`src/design/strap_boot_regs.vh`:
```
// register map, field layout, reset values and timing for the strap latch and boot select
`ifndef STRAP_BOOT_REGS_VH
`define STRAP_BOOT_REGS_VH

// ****************************************
// bus geometry
// ****************************************
`define ADDR_W 12
`define DATA_W 32
`define DATA_ZERO 32'h00000000
`define STRAP_W 3

// ****************************************
// register byte addresses
// ****************************************
`define OFS_STRAP_STATUS 12'h000
`define OFS_BOOT_STATUS 12'h004
`define OFS_PIN_OUT 12'h008
`define OFS_PIN_OE 12'h00C
`define OFS_PIN_IN 12'h010
`define OFS_PRINT_CTRL 12'h014

// ****************************************
// strap bit positions
// ****************************************
`define STRAP_A 0
`define STRAP_B 1
`define STRAP_C 2

// ****************************************
// boot status fields
// ****************************************
`define BOOT_FLASH_BIT 0
`define BOOT_DOWNLOAD_BIT 1
`define BOOT_PRINT_BIT 2
`define BOOT_INVALID_BIT 3
`define BOOT_IN_RESET_BIT 4

// ****************************************
// fused print control codes
// ****************************************
`define PRINT_ALWAYS_ON 2'h0
`define PRINT_ON_WHEN_LOW 2'h1
`define PRINT_ON_WHEN_HIGH 2'h2
`define PRINT_ALWAYS_OFF 2'h3

// ****************************************
// reset values
// ****************************************
`define STRAP_RESET 3'h7
`define PIN_OUT_RESET 3'h0
`define PIN_OE_RESET 3'h0

// ****************************************
// timing
// ****************************************
`define CLK_MHZ 10
`define STRAP_HOLD_US 3000
`define HOLD_CNT_W 16

`endif

```
`src/design/boot_select_decode.v`:
```
// decode of latched strap bits and fused print control into boot selection
`timescale 1ns/1ps
`include "strap_boot_regs.vh"

module boot_select_decode (
  input wire [`STRAP_W-1:0] strap_bits,
  input wire [1:0] print_ctrl,
  output reg boot_flash,
  output reg boot_download,
  output reg print_en,
  output reg strap_invalid
);

  always @* begin
    boot_flash = strap_bits[`STRAP_A] & strap_bits[`STRAP_C];
    boot_download = strap_bits[`STRAP_A] & strap_bits[`STRAP_B] & ~strap_bits[`STRAP_C];
    // far side must never strap b and c both low; flagged, not corrected
    strap_invalid = ~strap_bits[`STRAP_B] & ~strap_bits[`STRAP_C];
    case (print_ctrl)
      `PRINT_ALWAYS_ON: print_en = 1'b1;
      `PRINT_ON_WHEN_LOW: print_en = ~strap_bits[`STRAP_B];
      `PRINT_ON_WHEN_HIGH: print_en = strap_bits[`STRAP_B];
      default: print_en = 1'b0;
    endcase
  end

endmodule

```
`src/design/strap_pin_latch_boot_select.v`:
```
// strap pin latch with boot-mode decode, pin hand-back and apb status registers
//
// Chosen here: the APB register port and the register addresses.
`timescale 1ns/1ps
`include "strap_boot_regs.vh"

module strap_pin_latch_boot_select #(
  parameter HOLD_CYCLES = `STRAP_HOLD_US * `CLK_MHZ
) (
  input wire pclk,
  input wire presetn,
  input wire psel,
  input wire penable,
  input wire pwrite,
  input wire [`ADDR_W-1:0] paddr,
  input wire [`DATA_W-1:0] pwdata,
  output wire [`DATA_W-1:0] prdata,
  output wire pready,
  output wire pslverr,
  input wire chip_en,
  input wire por_rst,
  input wire wdt_rst,
  input wire brownout_rst,
  input wire super_wdt_rst,
  input wire glitch_rst,
  input wire [1:0] print_ctrl_fuse,
  input wire strap_pin_a_in,
  output wire strap_pin_a_out,
  output wire strap_pin_a_oe,
  input wire strap_pin_b_in,
  output wire strap_pin_b_out,
  output wire strap_pin_b_oe,
  input wire strap_pin_c_in,
  output wire strap_pin_c_out,
  output wire strap_pin_c_oe,
  output wire strap_pin_c_pullup,
  output wire sys_reset_active,
  output wire boot_flash,
  output wire boot_download,
  output wire print_en,
  output wire strap_invalid
);

  localparam [`HOLD_CNT_W-1:0] HOLD_LAST = HOLD_CYCLES[`HOLD_CNT_W-1:0] - 1'b1;

  // ****************************************
  // system reset tracking
  // ****************************************
  wire reset_source;
  reg sys_rst_reg;
  reg sys_rst_next;
  reg [`HOLD_CNT_W-1:0] hold_cnt_reg;
  reg [`HOLD_CNT_W-1:0] hold_cnt_next;

  // a low chip enable is treated as power-down, so the straps are taken afresh
  assign reset_source = por_rst | wdt_rst | brownout_rst | super_wdt_rst
                        | glitch_rst | ~chip_en;

  always @* begin
    sys_rst_next = sys_rst_reg;
    hold_cnt_next = hold_cnt_reg;
    if (reset_source) begin
      sys_rst_next = 1'b1;
      hold_cnt_next = {`HOLD_CNT_W{1'b0}};
    end else if (sys_rst_reg) begin
      // pins must stay steady for the hold time after enable rises
      if (hold_cnt_reg == HOLD_LAST) begin
        sys_rst_next = 1'b0;
      end else begin
        hold_cnt_next = hold_cnt_reg + 1'b1;
      end
    end
  end

  always @(posedge pclk or negedge presetn) begin
    if (!presetn) begin
      sys_rst_reg <= 1'b1;
      hold_cnt_reg <= {`HOLD_CNT_W{1'b0}};
    end else begin
      sys_rst_reg <= sys_rst_next;
      hold_cnt_reg <= hold_cnt_next;
    end
  end

  // ****************************************
  // strap sampling and decode
  // ****************************************
  wire [`STRAP_W-1:0] pin_level;
  wire [`STRAP_W-1:0] strap_bits;
  wire dec_flash;
  wire dec_download;
  wire dec_print;
  wire dec_invalid;

  assign pin_level = {strap_pin_c_in, strap_pin_b_in, strap_pin_a_in};

  // sampling stops the cycle the reset ends, later pin activity is not seen
  strap_sampler u_sampler (
    .pclk(pclk),
    .presetn(presetn),
    .sample_en(sys_rst_reg),
    .pin_level(pin_level),
    .strap_bits(strap_bits)
  );

  boot_select_decode u_decode (
    .strap_bits(strap_bits),
    .print_ctrl(print_ctrl_fuse),
    .boot_flash(dec_flash),
    .boot_download(dec_download),
    .print_en(dec_print),
    .strap_invalid(dec_invalid)
  );

  reg flash_reg;
  reg download_reg;
  reg print_reg;
  reg invalid_reg;
  reg in_reset_reg;

  always @(posedge pclk or negedge presetn) begin
    if (!presetn) begin
      flash_reg <= 1'b0;
      download_reg <= 1'b0;
      print_reg <= 1'b0;
      invalid_reg <= 1'b0;
      in_reset_reg <= 1'b1;
    end else begin
      flash_reg <= dec_flash;
      download_reg <= dec_download;
      print_reg <= dec_print;
      invalid_reg <= dec_invalid;
      in_reset_reg <= sys_rst_reg;
    end
  end

  assign boot_flash = flash_reg;
  assign boot_download = download_reg;
  assign print_en = print_reg;
  assign strap_invalid = invalid_reg;
  assign sys_reset_active = in_reset_reg;

  // ****************************************
  // apb slave
  // ****************************************
  reg [`STRAP_W-1:0] pin_out_reg;
  reg [`STRAP_W-1:0] pin_oe_reg;
  reg [`DATA_W-1:0] prdata_reg;
  reg [`DATA_W-1:0] prdata_next;
  reg pready_reg;
  reg pslverr_reg;
  reg pslverr_next;
  wire setup_phase;
  wire access_done;
  wire [`DATA_W-1:0] boot_word;

  assign setup_phase = psel & ~penable;
  assign access_done = psel & penable & pready_reg;

  assign boot_word = {{(`DATA_W-`BOOT_IN_RESET_BIT-1){1'b0}}, in_reset_reg, invalid_reg, print_reg,
                      download_reg, flash_reg};

  // read data is chosen in the setup cycle, so every access ends without wait
  always @* begin
    prdata_next = `DATA_ZERO;
    pslverr_next = 1'b0;
    if (paddr == `OFS_STRAP_STATUS) begin
      prdata_next = {{(`DATA_W-`STRAP_W){1'b0}}, strap_bits};
    end else if (paddr == `OFS_BOOT_STATUS) begin
      prdata_next = boot_word;
    end else if (paddr == `OFS_PIN_OUT) begin
      prdata_next = {{(`DATA_W-`STRAP_W){1'b0}}, pin_out_reg};
    end else if (paddr == `OFS_PIN_OE) begin
      prdata_next = {{(`DATA_W-`STRAP_W){1'b0}}, pin_oe_reg};
    end else if (paddr == `OFS_PIN_IN) begin
      prdata_next = {{(`DATA_W-`STRAP_W){1'b0}}, pin_level};
    end else if (paddr == `OFS_PRINT_CTRL) begin
      prdata_next = {{(`DATA_W-2){1'b0}}, print_ctrl_fuse};
    end else begin
      pslverr_next = 1'b1;
    end
    if (pwrite) begin
      prdata_next = `DATA_ZERO;
    end
  end

  always @(posedge pclk or negedge presetn) begin
    if (!presetn) begin
      prdata_reg <= `DATA_ZERO;
      pready_reg <= 1'b0;
      pslverr_reg <= 1'b0;
    end else if (setup_phase) begin
      prdata_reg <= prdata_next;
      pslverr_reg <= pslverr_next;
      pready_reg <= 1'b1;
    end else begin
      prdata_reg <= `DATA_ZERO;
      pslverr_reg <= 1'b0;
      pready_reg <= 1'b0;
    end
  end

  assign prdata = prdata_reg;
  assign pready = pready_reg;
  assign pslverr = pslverr_reg;

  // writes land only at the completing edge; read-only addresses ignore data
  always @(posedge pclk or negedge presetn) begin
    if (!presetn) begin
      pin_out_reg <= `PIN_OUT_RESET;
      pin_oe_reg <= `PIN_OE_RESET;
    end else if (access_done && pwrite) begin
      if (paddr == `OFS_PIN_OUT) begin
        pin_out_reg <= pwdata[`STRAP_W-1:0];
      end else if (paddr == `OFS_PIN_OE) begin
        pin_oe_reg <= pwdata[`STRAP_W-1:0];
      end
    end
  end

  // ****************************************
  // pin drive
  // ****************************************
  reg [`STRAP_W-1:0] drv_out_reg;
  reg [`STRAP_W-1:0] drv_oe_reg;
  reg pullup_reg;

  // during reset the pins are inputs only, so the board and the pin c pull-up set the levels
  genvar p;
  generate
    for (p = 0; p < `STRAP_W; p = p + 1) begin : g_pin
      always @(posedge pclk or negedge presetn) begin
        if (!presetn) begin
          drv_out_reg[p] <= 1'b0;
          drv_oe_reg[p] <= 1'b0;
        end else begin
          drv_out_reg[p] <= pin_out_reg[p];
          // released only once the reported reset falls, never ahead of it
          drv_oe_reg[p] <= pin_oe_reg[p] & ~sys_rst_next & ~sys_rst_reg;
        end
      end
    end
  endgenerate

  // pull-up kept on unless the pin is driven by its ordinary function
  always @(posedge pclk or negedge presetn) begin
    if (!presetn) begin
      pullup_reg <= 1'b1;
    end else begin
      pullup_reg <= sys_rst_next | sys_rst_reg | ~pin_oe_reg[`STRAP_C];
    end
  end

  assign strap_pin_a_out = drv_out_reg[`STRAP_A];
  assign strap_pin_a_oe = drv_oe_reg[`STRAP_A];
  assign strap_pin_b_out = drv_out_reg[`STRAP_B];
  assign strap_pin_b_oe = drv_oe_reg[`STRAP_B];
  assign strap_pin_c_out = drv_out_reg[`STRAP_C];
  assign strap_pin_c_oe = drv_oe_reg[`STRAP_C];
  assign strap_pin_c_pullup = pullup_reg;

endmodule

```
`src/design/strap_sampler.v`:
```
// latch bank that samples the strap pins while the chip is in system reset
`timescale 1ns/1ps
`include "strap_boot_regs.vh"

module strap_sampler (
  input wire pclk,
  input wire presetn,
  input wire sample_en,
  input wire [`STRAP_W-1:0] pin_level,
  output wire [`STRAP_W-1:0] strap_bits
);

  localparam [`STRAP_W-1:0] STRAP_INIT = `STRAP_RESET;

  reg [`STRAP_W-1:0] bit_reg;

  genvar i;
  generate
    for (i = 0; i < `STRAP_W; i = i + 1) begin : g_bit
      // keeps tracking while in reset, so the value held is the level at release
      always @(posedge pclk or negedge presetn) begin
        if (!presetn) begin
          bit_reg[i] <= STRAP_INIT[i];
        end else if (sample_en) begin
          bit_reg[i] <= pin_level[i];
        end
      end
    end
  endgenerate

  assign strap_bits = bit_reg;

endmodule

```
`config.mk`:
```
export PLATFORM = sky130hd
export DESIGN_NAME = strap_pin_latch_boot_select
export DESIGN_NICKNAME = d
export VERILOG_FILES = /design/src/design/boot_select_decode.v /design/src/design/strap_pin_latch_boot_select.v /design/src/design/strap_sampler.v
export VERILOG_INCLUDE_DIRS = /design/src /design/src/design
export SDC_FILE = /design/constraint.sdc
export NUM_CORES = 1
export LEC_CHECK = 0
export BUFFER_PORTS_ARGS = -buffer_cell sky130_fd_sc_hd__buf_2
export CELL_PAD_IN_SITES_DETAIL_PLACEMENT = 1
export CELL_PAD_IN_SITES_GLOBAL_PLACEMENT = 2
export CORE_ASPECT_RATIO = 1.5
export CORE_MARGIN = 3
export CORE_UTILIZATION = 24
export CTS_CLUSTER_SIZE = 16
export DETAILED_ROUTE_END_ITERATION = 7
export PLACE_DENSITY = 0.8
export SLEW_MARGIN = 15
export SYNTH_ARGS = -nofsm -noshare
export SYNTH_HDL_FRONTEND = slang
export SYNTH_SLANG_ARGS = --single-unit
export TNS_END_PERCENT = 5
```
`constraint.sdc`:
```
create_clock -name pclk -period 2 [get_ports pclk]
set_input_delay 0.4 -clock pclk [delete_from_list [all_inputs] [get_ports pclk]]
set_output_delay 0.4 -clock pclk [all_outputs]
set_load 0.02 [all_outputs]
```
==> impl_metrics.py <==
metrics = {
    "status": {
        "status": "finished clean",
    },
    "route": {
        "drtAntennaViolNets": 0,
        "drc_errors": 0,
        "drtPass1Iterations": 4,
        "routed_wirelength_um": 5700,
        "drt_iter0_drc": 20,
        "via_per_inst": 4.61,
        "avgRoutedWirePerCell_um": 14.5,
        "num_vias": 1809,
    },
    "clock_network": {
        "clkSinkCount": 45,
        "root_buffer": "clkbuf_16",
        "path_clk_slew_ns": 0.06,
        "clk_latency_ns": 0.28,
        "ctsLongestPathBuffers": 2,
        "htreeDepth": 2,
        "tritoncts": "built",
        "hold_buffers": 0,
        "cts_buffers": 5,
    },
    "min_path": {
        "worstHoldPathType": "in2async",
    },
    "critical_path": {
        "required_ns": 2.17,
        "start_kind": "flip-flop",
        "cp.arrival_ns": 2.10,
        "cp-end-kind": "flip-flop",
        "crit_fanout": 5,
        "crit_type": "reg2reg",
    },
    "logic_synthesis": {
        "synth_seq_cells": 45,
        "syn_avg_cell_area_um2": 10.7,
        "synth_xor_area_share_pct": 1.54,
        "synth_edf_count": 0,
        "synth_seq_area_share_pct": 49.8,
        "synth-adder-area-share_pct": 0.549,
        "synthMuxAreaShare_pct": 7.58,
        "synth_cell_types": 40,
        "yosys.area_share.simple_pct": 20.6,
        "synth_top_family_by_area": "simple AND/OR/NAND/NOR gates",
        "synth_flop_cell": "dfrtp_1",
        "syn_inst": 213,
        "synth_area_um2": 2280,
        "synth-compound-area-share_pct": 8.68,
        "yosysWarnings": 0,
        "synth-async-reset-ratio_pct": 100,
    },
    "pwr": {
        "ir_drop_mv": 0.387,
        "leakage_uw": 0.00135,
        "total_power_uw": 1880,
        "power.density_nw_per_um2": 663,
    },
    "placement": {
        "post-place-ws_ns": 0.00934,
        "gp_congestion": 0.775,
        "numPortBuffers": 49,
        "dp_hpwl_um": 4580,
    },
    "final_layout": {
        "nNetsFinal": 342,
        "drive_above_1_share_pct": 33.0,
        "diodes": 0,
        "post-route-util_pct": 31.3,
        "area_delta_synth_final_pct": 24.4,
        "largest_reg_flops": 16,
        "nFillCells": 1071,
    },
    "floorplanning": {
        "fp-row-count": 42,
        "dieArea_um2": 10700,
        "die_w_um": 85.5,
        "ioPinCount": 106,
        "die_h_um": 125,
        "fp.coreArea_um2": 9040,
        "start_util_pct": 25.2,
    },
    "sta": {
        "setup_ws_ns": 0.0762,
        "hold_viol_final": 0,
        "setup_violations": 0,
        "relSlewSlack_pct": 66.6,
        "finalCriticalPeriod_ns": 1.92,
        "period_share_pct": 96.2,
        "fmax_mhz": 520,
        "slew_violations": 0,
        "worstMarginPinSlew_ns": 0.501,
        "skew_ns": 0.00545,
    },
    "global_route": {
        "antenna_found_initial": 0,
        "grt_start_max_net_pins": 26,
        "grt.overflow.total": 0,
        "grt_pass1_vias": 1974,
        "track_usage_pct": 10.8,
        "grt_pass1_wl_um": 9290,
    },
    "job": {
        "maxCapViolations": 0,
    },
}
[critical path: stages, from the launching register on]
cell	delay (ns)
dfrtp_1	0.38
or4b_1	0.57
o41ai_4	0.42
buf_4	0.22
mux2i_1	0.18
nor2_1	0.05
[stage by stage]
stage               cell area [um^2]  setup TNS [ns]  hold WS [ns]  instances
floorplan                       2380         -0.0175         0.104        239
global route                    2830        -0.00634         0.103        392
finish                          2830               0        0.0781        392
CTS                             2820               0        0.0937        391
global placement                2680               0         0.386        383
detailed placement              2680               0         0.387        383
[routing by layer]
layer	track usage, %	wire length, um	vias to the layer above
li1	-	-	843
met2	21.7	3350	60
met5	0	0	-
met4	4.38	149	0
met1	9.84	1930	894
met3	2.44	276	12
[cell usage after synthesis, types with 2 or more instances]
| cell type | instances | area, um^2 |
|---|---|---|
| or4b_1 | 2 | 20.0 |
| mux2_2 | 10 | 113 |
| inv_1 | 5 | 18.8 |
| and4_1 | 3 | 26.3 |
| xnor2_1 | 2 | 17.5 |
| nand4_1 | 7 | 43.8 |
| o221ai_1 | 3 | 26.3 |
| o21ai_0 | 3 | 15.0 |
| dfrtp_1 | 39 | 976 |
| o21ai_1 | 4 | 20.0 |
| dfstp_2 | 6 | 158 |
| or4_1 | 9 | 67.6 |
| buf_4 | 28 | 210 |
| mux2i_1 | 6 | 60.1 |
| o31ai_1 | 5 | 37.5 |
| xor2_1 | 2 | 17.5 |
| clkbuf_1 | 2 | 7.51 |
| nand3_1 | 6 | 30.0 |
| and2_1 | 7 | 43.8 |
| nor2_1 | 12 | 45.0 |
| a21oi_1 | 11 | 55.1 |
| nand2_1 | 13 | 48.8 |
| nor2b_1 | 2 | 12.5 |
| or3_1 | 6 | 37.5 |
| nor4_1 | 3 | 18.8 |
| nand2b_1 | 3 | 18.8 |
[area by class of cell]
cell class	count	area (um^2)	area share [%]
sequential	45	1130	40.0
inverter	5	18.8	0.663
clock inverter	1	7.51	0.265
tap	110	138	4.86
clock buffer	7	133	4.68
timing repair buffer	67	409	14.4
multi-input combinational	157	993	35.1
[kinds of logic (layout without fill, tap and decap cells)]
kind of cell / after synthesis / count (layout)
simple gates: 80 / 80
flops: 45 / 45
buf+inv: 37 / 80
compound gates: 29 / 29
mux: 16 / 16
xor+xnor: 4 / 4
fa+ha+maj: 1 / 1
other cells: 1 / 27
[final timing paths]
check,slack [ns],endpoint,cells past startpoint,start
hold reg to reg,0.40,strap_pin_a_out,0,pin_out_reg[0]
min in group pclk,0.29,print_en,2,print_ctrl_fuse[1]
setup / recovery,0.08,hold_cnt_reg[1],5,hold_cnt_reg[11]
setup reg to reg,0.08,hold_cnt_reg[1],5,hold_cnt_reg[11]
max in group asynchronous,1.34,u_sampler.strap_bits[1],2,presetn
hold / removal,0.08,prdata[2],1,presetn
[placed cells by master (no fill, tap or decap), types with 2 or more instances in the layout]
master / count
mux2i_1: 6
nor2b_1: 2
nor2_1: 12
dfstp_2: 6
o21ai_0: 3
xor2_1: 2
and2_1: 7
or4b_1: 2
conb_1: 27
mux2_2: 10
nand3_1: 6
inv_1: 5
o21ai_1: 4
o31ai_1: 5
nand2_1: 13
buf_4: 15
buf_2: 49
clkbuf_16: 5
nand4_1: 7
xnor2_1: 2
nand2b_1: 3
or3_1: 5
a21oi_1: 11
buf_12: 2
and4_1: 3
o221ai_1: 3
clkbuf_1: 2
dfrtp_1: 39
or4_1: 9
nor4_1: 3
[power breakdown]
group,total [uW],switching (uW),internal [uW],leakage [uW]
clock,792,328,464,0.0000641
combinational,156,107,48.3,0.000681
sequential,931,7.63,923,0.000601
total,1880,443,1440,0.00135
[what timing repair did]
item,in CTS,in global routing
pin swaps,1,3
resized for setup,0,2
setup buffers,0,1
endpoints found under the hold margin,0,0
endpoints found under the setup margin,1,11
(Power assumes the default switching activity.)
